File: src/design/mfr_defs.svh
// command codes, status bit positions, fixed values and constants for the status/telemetry bank
`ifndef MFR_DEFS_SVH
`define MFR_DEFS_SVH

// command codes decoded by the read port
`define CMD_MFR_STATUS 8'h80
`define CMD_READ_VIN 8'h88
`define CMD_READ_VOUT 8'h8b
`define CMD_READ_TEMP 8'h8d
`define CMD_PROTO_REV 8'h98

// fixed protocol revision byte (revision 1.1)
`define PROTO_REV_VALUE 8'h11

// bit positions inside the manufacturer status byte
`define BIT_DISCHARGE 7
`define BIT_FAULT1 6
`define BIT_FAULT0 5
`define BIT_SERVO_REACHED 4
`define BIT_DAC_CONNECTED 3
`define BIT_DAC_SATURATED 2
`define BIT_VINEN_OFF 1
`define BIT_WATCHDOG 0

// channel count and the mask of odd channels, the only ones that may use high resolution
`define NUM_CHAN 8
`define ODD_CHAN_MASK 8'haa

// reset values of stored readings
`define RESET_WORD 16'h0000
`define RESET_STATUS 8'h00

`endif

File: src/design/mfr_pkg.sv
// types shared by the status and telemetry readback block
package mfr_pkg;

	typedef logic [2:0] page_t;
	typedef logic [15:0] word_t;
	typedef logic [7:0] byte_t;

	// which measurement an incoming adc sample belongs to
	typedef enum logic [1:0] {
		ADC_SRC_VIN = 2'b00,
		ADC_SRC_VOUT = 2'b01,
		ADC_SRC_TEMP = 2'b10,
		ADC_SRC_NONE = 2'b11
	} adc_src_t;

endpackage : mfr_pkg

File: src/design/mfr_status_and_telemetry_readback.sv
// manufacturer status byte and adc telemetry readback behind the command read port
`timescale 1ns/1ps
`default_nettype none
`include "mfr_defs.svh"

module mfr_status_and_telemetry_readback (
	input wire logic mclk_i,
	input wire logic rstn_i,
	// command read port from the protocol engine, same clock
	input wire logic cmd_valid_i,
	input wire logic [7:0] cmd_code_i,
	input wire mfr_pkg::page_t page_i,
	output logic rd_valid_o,
	output logic [15:0] rd_data_o,
	output logic rd_two_bytes_o,
	output logic rd_l11_o,
	output logic rd_unsupported_o,
	// per-channel and global events and levels from the sequencer and servo logic
	input wire logic [7:0] discharge_fault_i,
	input wire logic [7:0] on_attempt_i,
	input wire logic [7:0] line0_shutdown_i,
	input wire logic [7:0] line1_shutdown_i,
	input wire logic [7:0] servo_reached_i,
	input wire logic [7:0] dac_connected_i,
	input wire logic [7:0] servo_sat_i,
	input wire logic [7:0] user_on_cmd_i,
	input wire logic [7:0] history_clear_i,
	input wire logic clear_faults_i,
	input wire logic vinen_faulted_off_i,
	input wire logic watchdog_fault_i,
	input wire logic [7:0] adc_hires_cfg_i,
	// shared fault lines, asynchronous pins, active low
	input wire logic shared_fault_line0_n_i,
	input wire logic shared_fault_line1_n_i,
	// adc sample delivery, already formatted as linear words
	input wire logic adc_valid_i,
	input wire mfr_pkg::adc_src_t adc_src_i,
	input wire mfr_pkg::page_t adc_chan_i,
	input wire mfr_pkg::word_t adc_word_i,
	// outputs to the pin and to the rest of the part
	output logic alert_out_n_o,
	output logic [7:0] off_event_o,
	output logic [7:0] adc_hires_sel_o
);
	import mfr_pkg::*;

	// two-stage synchronisers for the shared fault pins
	logic [1:0] line0_sync_ff;
	logic [1:0] line1_sync_ff;
	logic line0_low;
	logic line1_low;

	// global status bits
	logic vinen_off_ff;
	logic watchdog_ff;

	// stored readings
	word_t vin_ff;
	word_t temp_ff;
	word_t vout_mem_ff [`NUM_CHAN];
	logic [7:0] vout_l11_ff;

	// per-channel status outputs
	logic [7:0] chan_byte [`NUM_CHAN];
	logic [7:0] chan_alerting;
	logic [7:0] chan_off_event;

	// read path
	logic rd_valid_ff;
	word_t rd_data_ff;
	logic rd_two_bytes_ff;
	logic rd_l11_ff;
	logic rd_unsupported_ff;
	word_t nxt_rd_data;
	logic nxt_rd_l11;
	logic [7:0] paged_byte;

	// side outputs
	logic alert_n_ff;
	logic [7:0] off_event_ff;
	logic [7:0] hires_sel_ff;

	// known command codes; used for the word-length flag and for the refusal flag
	function automatic logic cmd_known(input logic [7:0] code);
		case (code)
			`CMD_MFR_STATUS: cmd_known = 1'b1;
			`CMD_READ_VIN: cmd_known = 1'b1;
			`CMD_READ_VOUT: cmd_known = 1'b1;
			`CMD_READ_TEMP: cmd_known = 1'b1;
			`CMD_PROTO_REV: cmd_known = 1'b1;
			default: cmd_known = 1'b0;
		endcase
	endfunction : cmd_known

	// byte-wide answers; every other known command answers with a word
	function automatic logic cmd_is_byte(input logic [7:0] code);
		case (code)
			`CMD_MFR_STATUS: cmd_is_byte = 1'b1;
			`CMD_PROTO_REV: cmd_is_byte = 1'b1;
			default: cmd_is_byte = 1'b0;
		endcase
	endfunction : cmd_is_byte

	// the pins change at any time, so nothing reads them before the second stage
	always_ff @(posedge mclk_i or negedge rstn_i) begin
		if (!rstn_i) begin
			line0_sync_ff <= 2'b11;
			line1_sync_ff <= 2'b11;
		end else begin
			line0_sync_ff <= {line0_sync_ff[0], shared_fault_line0_n_i};
			line1_sync_ff <= {line1_sync_ff[0], shared_fault_line1_n_i};
		end
	end

	assign line0_low = ~line0_sync_ff[1];
	assign line1_low = ~line1_sync_ff[1];

	// one status slice per channel
	genvar gi;
	generate
		for (gi = 0; gi < `NUM_CHAN; gi = gi + 1) begin : g_chan
			chan_status u_chan (
				.mclk_i(mclk_i),
				.rstn_i(rstn_i),
				.discharge_fault_i(discharge_fault_i[gi]),
				.on_attempt_i(on_attempt_i[gi]),
				.line0_low_i(line0_low),
				.line1_low_i(line1_low),
				.line0_shutdown_i(line0_shutdown_i[gi]),
				.line1_shutdown_i(line1_shutdown_i[gi]),
				.servo_reached_i(servo_reached_i[gi]),
				.dac_connected_i(dac_connected_i[gi]),
				.servo_sat_i(servo_sat_i[gi]),
				.sticky_clear_i(clear_faults_i | user_on_cmd_i[gi]),
				.history_clear_i(history_clear_i[gi]),
				.status_o(chan_byte[gi]),
				.alerting_o(chan_alerting[gi]),
				.off_event_o(chan_off_event[gi])
			);
		end
	endgenerate

	// input-enable indication follows its source, no latching
	always_ff @(posedge mclk_i or negedge rstn_i) begin
		if (!rstn_i) begin
			vinen_off_ff <= 1'b0;
		end else begin
			vinen_off_ff <= vinen_faulted_off_i;
		end
	end

	// watchdog flag is global, so only the fault-clearing command removes it
	always_ff @(posedge mclk_i or negedge rstn_i) begin
		if (!rstn_i) begin
			watchdog_ff <= 1'b0;
		end else if (watchdog_fault_i) begin
			watchdog_ff <= 1'b1;
		end else if (clear_faults_i) begin
			watchdog_ff <= 1'b0;
		end
	end

	// resolution select: even channels are forced to low resolution
	always_ff @(posedge mclk_i or negedge rstn_i) begin
		if (!rstn_i) begin
			hires_sel_ff <= 8'h00;
		end else begin
			hires_sel_ff <= adc_hires_cfg_i & `ODD_CHAN_MASK;
		end
	end

	// latest input voltage and die temperature samples
	always_ff @(posedge mclk_i or negedge rstn_i) begin
		if (!rstn_i) begin
			vin_ff <= `RESET_WORD;
			temp_ff <= `RESET_WORD;
		end else if (adc_valid_i) begin
			if (adc_src_i == ADC_SRC_VIN) begin
				vin_ff <= adc_word_i;
			end
			if (adc_src_i == ADC_SRC_TEMP) begin
				temp_ff <= adc_word_i;
			end
		end
	end

	// latest output sample per channel, tagged with the format it was taken in;
	// the tag travels with the word so a config change cannot mislabel an old sample
	always_ff @(posedge mclk_i or negedge rstn_i) begin
		if (!rstn_i) begin
			for (int i = 0; i < `NUM_CHAN; i++) begin
				vout_mem_ff[i] <= `RESET_WORD;
			end
			vout_l11_ff <= 8'h00;
		end else if (adc_valid_i && adc_src_i == ADC_SRC_VOUT) begin
			vout_mem_ff[adc_chan_i] <= adc_word_i;
			vout_l11_ff[adc_chan_i] <= hires_sel_ff[adc_chan_i];
		end
	end

	// paged bits from the selected channel, global bits from the part
	always_comb begin
		paged_byte = chan_byte[page_i];
		paged_byte[`BIT_VINEN_OFF] = vinen_off_ff;
		paged_byte[`BIT_WATCHDOG] = watchdog_ff;
	end

	// answer selection; page only matters for paged reads
	always_comb begin
		nxt_rd_data = `RESET_WORD;
		nxt_rd_l11 = 1'b0;
		case (cmd_code_i)
			`CMD_MFR_STATUS: begin
				nxt_rd_data = {8'h00, paged_byte};
			end
			`CMD_READ_VIN: begin
				nxt_rd_data = vin_ff;
				nxt_rd_l11 = 1'b1;
			end
			`CMD_READ_VOUT: begin
				nxt_rd_data = vout_mem_ff[page_i];
				nxt_rd_l11 = vout_l11_ff[page_i];
			end
			`CMD_READ_TEMP: begin
				nxt_rd_data = temp_ff;
				nxt_rd_l11 = 1'b1;
			end
			`CMD_PROTO_REV: begin
				nxt_rd_data = {8'h00, `PROTO_REV_VALUE};
			end
			default: begin
				nxt_rd_data = `RESET_WORD;
				nxt_rd_l11 = 1'b0;
			end
		endcase
	end

	// one-cycle answer pulse; data stays until the next request is taken
	always_ff @(posedge mclk_i or negedge rstn_i) begin
		if (!rstn_i) begin
			rd_valid_ff <= 1'b0;
		end else begin
			rd_valid_ff <= cmd_valid_i;
		end
	end

	always_ff @(posedge mclk_i or negedge rstn_i) begin
		if (!rstn_i) begin
			rd_data_ff <= `RESET_WORD;
			rd_two_bytes_ff <= 1'b0;
			rd_l11_ff <= 1'b0;
			rd_unsupported_ff <= 1'b0;
		end else if (cmd_valid_i) begin
			rd_data_ff <= nxt_rd_data;
			rd_two_bytes_ff <= cmd_known(cmd_code_i) & ~cmd_is_byte(cmd_code_i);
			rd_l11_ff <= nxt_rd_l11;
			rd_unsupported_ff <= ~cmd_known(cmd_code_i);
		end
	end

	// alert follows any alerting flag of any channel, regardless of page
	always_ff @(posedge mclk_i or negedge rstn_i) begin
		if (!rstn_i) begin
			alert_n_ff <= 1'b1;
		end else begin
			alert_n_ff <= ~((|chan_alerting) | watchdog_ff);
		end
	end

	// registered turn-off events; watchdog is deliberately absent
	always_ff @(posedge mclk_i or negedge rstn_i) begin
		if (!rstn_i) begin
			off_event_ff <= 8'h00;
		end else begin
			off_event_ff <= chan_off_event;
		end
	end

	assign rd_valid_o = rd_valid_ff;
	assign rd_data_o = rd_data_ff;
	assign rd_two_bytes_o = rd_two_bytes_ff;
	assign rd_l11_o = rd_l11_ff;
	assign rd_unsupported_o = rd_unsupported_ff;
	assign alert_out_n_o = alert_n_ff;
	assign off_event_o = off_event_ff;
	assign adc_hires_sel_o = hires_sel_ff;

endmodule : mfr_status_and_telemetry_readback
`default_nettype wire

File: src/design/chan_status.sv
// per-channel paged status flags: sticky fault bits, live servo/dac bits, alert and turn-off events
`timescale 1ns/1ps
`default_nettype none
`include "mfr_defs.svh"

module chan_status (
	input wire logic mclk_i,
	input wire logic rstn_i,
	input wire logic discharge_fault_i,
	input wire logic on_attempt_i,
	input wire logic line0_low_i,
	input wire logic line1_low_i,
	input wire logic line0_shutdown_i,
	input wire logic line1_shutdown_i,
	input wire logic servo_reached_i,
	input wire logic dac_connected_i,
	input wire logic servo_sat_i,
	input wire logic sticky_clear_i,
	input wire logic history_clear_i,
	output logic [7:0] status_o,
	output logic alerting_o,
	output logic off_event_o
);
	logic discharge_ff;
	logic fault1_ff;
	logic fault0_ff;
	logic saturated_ff;
	logic set_fault1;
	logic set_fault0;
	logic clr_history;

	// attempt while line low, or a shutdown caused by that line
	assign set_fault1 = (on_attempt_i & line1_low_i) | line1_shutdown_i;
	assign set_fault0 = (on_attempt_i & line0_low_i) | line0_shutdown_i;
	// history restarts on control toggle, on/off cycle or fault clearing
	assign clr_history = sticky_clear_i | history_clear_i;

	// discharge flag: set wins over clear so a coincident event is kept
	always_ff @(posedge mclk_i or negedge rstn_i) begin
		if (!rstn_i) begin
			discharge_ff <= 1'b0;
		end else if (discharge_fault_i) begin
			discharge_ff <= 1'b1;
		end else if (sticky_clear_i) begin
			discharge_ff <= 1'b0;
		end
	end

	// fault line 1 history flag
	always_ff @(posedge mclk_i or negedge rstn_i) begin
		if (!rstn_i) begin
			fault1_ff <= 1'b0;
		end else if (set_fault1) begin
			fault1_ff <= 1'b1;
		end else if (clr_history) begin
			fault1_ff <= 1'b0;
		end
	end

	// fault line 0 history flag
	always_ff @(posedge mclk_i or negedge rstn_i) begin
		if (!rstn_i) begin
			fault0_ff <= 1'b0;
		end else if (set_fault0) begin
			fault0_ff <= 1'b1;
		end else if (clr_history) begin
			fault0_ff <= 1'b0;
		end
	end

	// dac saturation latch, sticky but never alerting
	always_ff @(posedge mclk_i or negedge rstn_i) begin
		if (!rstn_i) begin
			saturated_ff <= 1'b0;
		end else if (servo_sat_i) begin
			saturated_ff <= 1'b1;
		end else if (sticky_clear_i) begin
			saturated_ff <= 1'b0;
		end
	end

	// paged byte; global bits 1 and 0 are filled in by the parent
	always_comb begin
		status_o = `RESET_STATUS;
		status_o[`BIT_DISCHARGE] = discharge_ff;
		status_o[`BIT_FAULT1] = fault1_ff;
		status_o[`BIT_FAULT0] = fault0_ff;
		status_o[`BIT_SERVO_REACHED] = servo_reached_i;
		status_o[`BIT_DAC_CONNECTED] = dac_connected_i;
		status_o[`BIT_DAC_SATURATED] = saturated_ff;
	end

	// only the three alerting bits; saturation is left out on purpose
	assign alerting_o = discharge_ff | fault1_ff | fault0_ff;
	// turn-off capable events only; live and saturation bits never stop a channel
	assign off_event_o = discharge_fault_i | set_fault1 | set_fault0;

endmodule : chan_status
`default_nettype wire

File: config.mk
export PLATFORM = sky130hd
export DESIGN_NAME = mfr_status_and_telemetry_readback
export DESIGN_NICKNAME = d
export VERILOG_FILES = /design/src/design/mfr_pkg.sv /design/src/design/mfr_status_and_telemetry_readback.sv /design/src/design/chan_status.sv
export VERILOG_INCLUDE_DIRS = /design/src /design/src/design
export SDC_FILE = /design/constraint.sdc
export NUM_CORES = 1
export LEC_CHECK = 0
export ABC_AREA = 1
export BUFFER_PORTS_ARGS = -buffer_cell sky130_fd_sc_hd__buf_2
export CORE_UTILIZATION = 55
export DETAILED_ROUTE_END_ITERATION = 8
export PLACE_DENSITY = 0.77
export SYNTH_ARGS = -nofsm -noshare
export SYNTH_HDL_FRONTEND = slang
export SYNTH_SLANG_ARGS = --single-unit
File: constraint.sdc
create_clock -name mclk_i -period 1.3 [get_ports mclk_i]
set_input_delay 0 -clock mclk_i [delete_from_list [all_inputs] [get_ports mclk_i]]
set_output_delay 0 -clock mclk_i [all_outputs]
set_load 0.02 [all_outputs]
==> impl_metrics.py <==
metrics = {
    "global_routing": {
        "grt_util_met2": 0.5764,
        "grt_busiest_layer": "met2",
        "grt_usage": 0.3324,
        "grt_overflow": 0,
        "grt_pass1_vias": 10500,
        "met1_usage": 0.3834,
        "grt_pass1_wl_mm": 52.53,
        "grt_antenna_before_repair": 0,
        "grt_use_met3": 0.06931,
        "grt_max_degree": 56,
    },
    "die": {
        "io_pins": 158,
        "die_w_um": 144.0,
        "fp-row-count": 51,
        "design.die.area_mm2": 0.02072,
        "die_y_um": 144.0,
        "coreArea_mm2": 0.01959,
        "start_util": 0.5658,
    },
    "clock_network": {
        "htreeDepth": 1,
        "cts_buffers": 25,
        "clk_pin_slew_ns": 0.06,
        "clk_latency_ns": 0.52,
        "clock-root-buffer": "clkbuf_16",
        "cts_sinks": 239,
        "ctsHoldBuffers": 103,
        "cts_tree": "built",
        "clockBufferDepth": 3,
    },
    "layout": {
        "n_fill_cell": 1456,
        "insertedDiodeCount": 0,
        "regArea_mm2": 0.005987,
        "post_route_cells_drive_above_1_share": 0.1790,
        "layout_commonest_cell": "nand2_1",
        "mostFrequentLayoutCells": "324 x nand2_1, 234 x dfrtp_1, 205 x o21ai_0, 148 x buf_2, 132 x nor2_1",
        "layout.nets": 1733,
        "syn_to_final_growth_pct": 28.31,
        "multi_input_area_mm2": 0.004265,
        "stdcell_count": 1896,
    },
    "logic_synthesis": {
        "synth_edf_count": 0,
        "synthAdderAreaFrac": 0,
        "yosys.area_share.xor_xnor": 0,
        "ys_warn_count": 0,
        "ys_ff_latch": 239,
        "synth_mux_area_frac": 0,
        "synth_compound_area_frac": 0.1410,
        "synth_top_family_by_area": "simple AND/OR/NAND/NOR gates",
        "synthSimpleGateAreaFrac": 0.2384,
        "synth-async-reset-ratio": 1.000,
        "synth.avg_cell_area_um2": 8.126,
        "synth_flop_cell": "dfrtp_1",
        "ys_seq_area_frac": 0.5401,
        "synthesis.area_mm2": 0.01108,
        "syn-instance-count": 1364,
        "yosysUniqueCellTypes": 34,
    },
    "placement": {
        "port_buffers": 149,
        "dp_slack_ns": 0.02017,
        "gp_congestion": 0.8964,
        "place_hpwl_mm": 19.42,
        "place_inst": 1746,
    },
    "power": {
        "seq_power_share": 0.478,
        "p_total_uw": 19010,
        "power_frac_comb": 0.162,
        "swShare": 0.2738,
        "p_sw_uw": 5204,
        "p_per_area_mw_per_mm2": 1336,
        "p_leak_uw": 0.006994,
        "internal_power_uw": 13800,
        "pwr-share-clk": 0.360,
        "ir_worst_vdd_uv": 1042,
    },
    "worst_setup_path": {
        "worst_setup_path_start_kind": "flop",
        "worstPathArrival_ns": 1.81,
        "cp_max_fo": 8,
        "path_class": "flop to flop",
        "endpoint_kind": "flop",
        "ff2ff_setup_slack_ns": -0.17,
        "worstPathRequired_ns": 1.64,
    },
    "timing": {
        "max_freq_mhz": 681.1,
        "fin_tns_setup_ns": -0.7372,
        "skew_ns": 0.01369,
        "final-max-slew-violation-count": 0,
        "setup_violations": 16,
        "whs_ns": -0.0005924,
        "period_share": 1.129,
        "max_slew.worst_pin.slew_ns": 0.5749,
        "finalCriticalPeriod_ns": 1.468,
        "max_slew_margin": 0.6163,
        "finalHoldViolations": 1,
        "worst_slack_ns": -0.1682,
    },
    "route": {
        "dr.pass1.iters": 5,
        "wl_per_cell_um": 17.95,
        "num_vias": 10490,
        "drtAntennaViolNets": 0,
        "routed_wl_mm": 34.04,
        "drc": 0,
        "drtIter0Drc": 888,
        "vias_per_cell": 5.531,
    },
    "run_status": {
        "status": "complete, but fails checks",
        "violations": "hold timing, setup timing",
    },
    "flow_run": {
        "drv_cap": 0,
    },
    "min_path": {
        "hold_path_class": "input port to flop",
    },
}
==> path summary, 6_finish.rpt <==
path / from / end / cells after the start
min reg2reg: line0_sync_ff[0]$_DFF_PN1_ / line0_sync_ff[1]$_DFF_PN1_ / 0
max reg2reg: line1_sync_ff[1]$_DFF_PN1_ / off_event_o[4]$_DFF_PN0_ / 3
min in group asynchronous: rstn_i / g_chan[2].u_chan.saturated_ff$_DFFE_PN0P_ / 3
max: line1_sync_ff[1]$_DFF_PN1_ / off_event_o[4]$_DFF_PN0_ / 3
max in group asynchronous: rstn_i / vout_mem_ff[26]$_DFFE_PN0P_ / 4
min: adc_src_i[1] / vout_l11_ff[2]$_DFFE_PN0P_ / 5
==> per-layer routing <==
layer	wire length (µm)	part of all wire
met1	12860	0.38
met4	1715	0.050
met5	0	0
met3	2702	0.079
met2	16760	0.49
==> state kept, by name (all words and copies together), names as in the netlist <==
register,flops
rd_unsupported_o,1
vinen_off_ff,1
temp_ff,16
line1_sync_ff,2
line0_sync_ff,2
rd_two_bytes_o,1
g_chan.u_chan.fault1_ff,8
g_chan.u_chan.discharge_ff,8
rd_l11_o,1
rd_valid_o,1
rd_data_o,16
vout_l11_ff,8
g_chan.u_chan.saturated_ff,8
off_event_o,8
vout_mem_ff,128
watchdog_ff,1
g_chan.u_chan.fault0_ff,8
adc_hires_sel_o,4
alert_out_n_o,1
vin_ff,16
==> timing repair <==
| item | 4_1_cts | 5_1_grt |
|---|---|---|
| resized for setup | 0 | 21 |
| setup endpoints to repair | 0 | 31 |
| setup buffers | 0 | 2 |
| hold endpoints to repair | 447 | 1 |
==> layout make-up <==
cell class / count / area share
Multi-Input combinational cell: 918 / 0.2999
Clock buffer: 40 / 0.05076
Tap cell: 265 / 0.02331
Clock inverter: 6 / 0.004135
Sequential cell: 239 / 0.4210
Timing Repair Buffer: 293 / 0.1647
Inverter: 135 / 0.03625
==> critical path: stages, from the launching register on <==
cell	delay (ns)
dfstp_2	0.51
inv_1	0.25
a21oi_1	0.31
nand3_1	0.21
==> per-stage QoR <==
stage / cell area, µm² / util / hold WS [ns]
after floorplan: 11100 / - / -0.2956
after global placement: 12340 / 0.6300 / -0.07317
after detailed placement: 12340 / 0.6300 / -0.07272
after CTS: 14150 / 0.7225 / -0.02692
after global routing: 14220 / 0.7260 / -0.0003931
final: 14220 / 0.7260 / -0.0005924
==> power groups by stage <==
| stage | clock, µW | sequential [µW] | combinational, µW |
|---|---|---|---|
| CTS | 6920 | 9070 | 2970 |
| detailed placement | 0 | 9180 | 2690 |
| global placement | 0 | 9140 | 2600 |
| floorplan | 0 | 9120 | 1690 |
| finish | 6840 | 9090 | 3070 |
| global route | 7220 | 9200 | 3490 |
==> Yosys cell counts, types with 2 or more instances <==
cell / instances / area share
clkbuf_2: 2 / 0.00090
nor3_4: 2 / 0.0029
nand3_1: 127 / 0.057
dfrtp_1: 234 / 0.53
nand2_1: 324 / 0.11
dfstp_2: 5 / 0.012
nor2_4: 4 / 0.0041
or2_2: 14 / 0.0079
buf_2: 25 / 0.011
nor4_1: 4 / 0.0023
nand2_2: 2 / 0.0011
nor2_1: 132 / 0.045
a21oi_1: 36 / 0.016
nor3_1: 2 / 0.00090
inv_1: 129 / 0.044
buf_4: 11 / 0.0075
o21ai_1: 11 / 0.0050
o211ai_1: 9 / 0.0061
o21bai_1: 9 / 0.0061
o21ai_0: 212 / 0.096
nor2_2: 4 / 0.0023
o21ai_2: 14 / 0.011
clkbuf_1: 33 / 0.011
nand4_1: 3 / 0.0017
buf_6: 3 / 0.0030
inv_2: 5 / 0.0017
==> logic make-up after synthesis <==
kind of cell / Yosys count
AOI/OAI and AO/OA: 292
DFF: 239
other: 1
and+or+nand+nor: 622
buffers and inverters: 210
(Power assumes the default switching activity.)
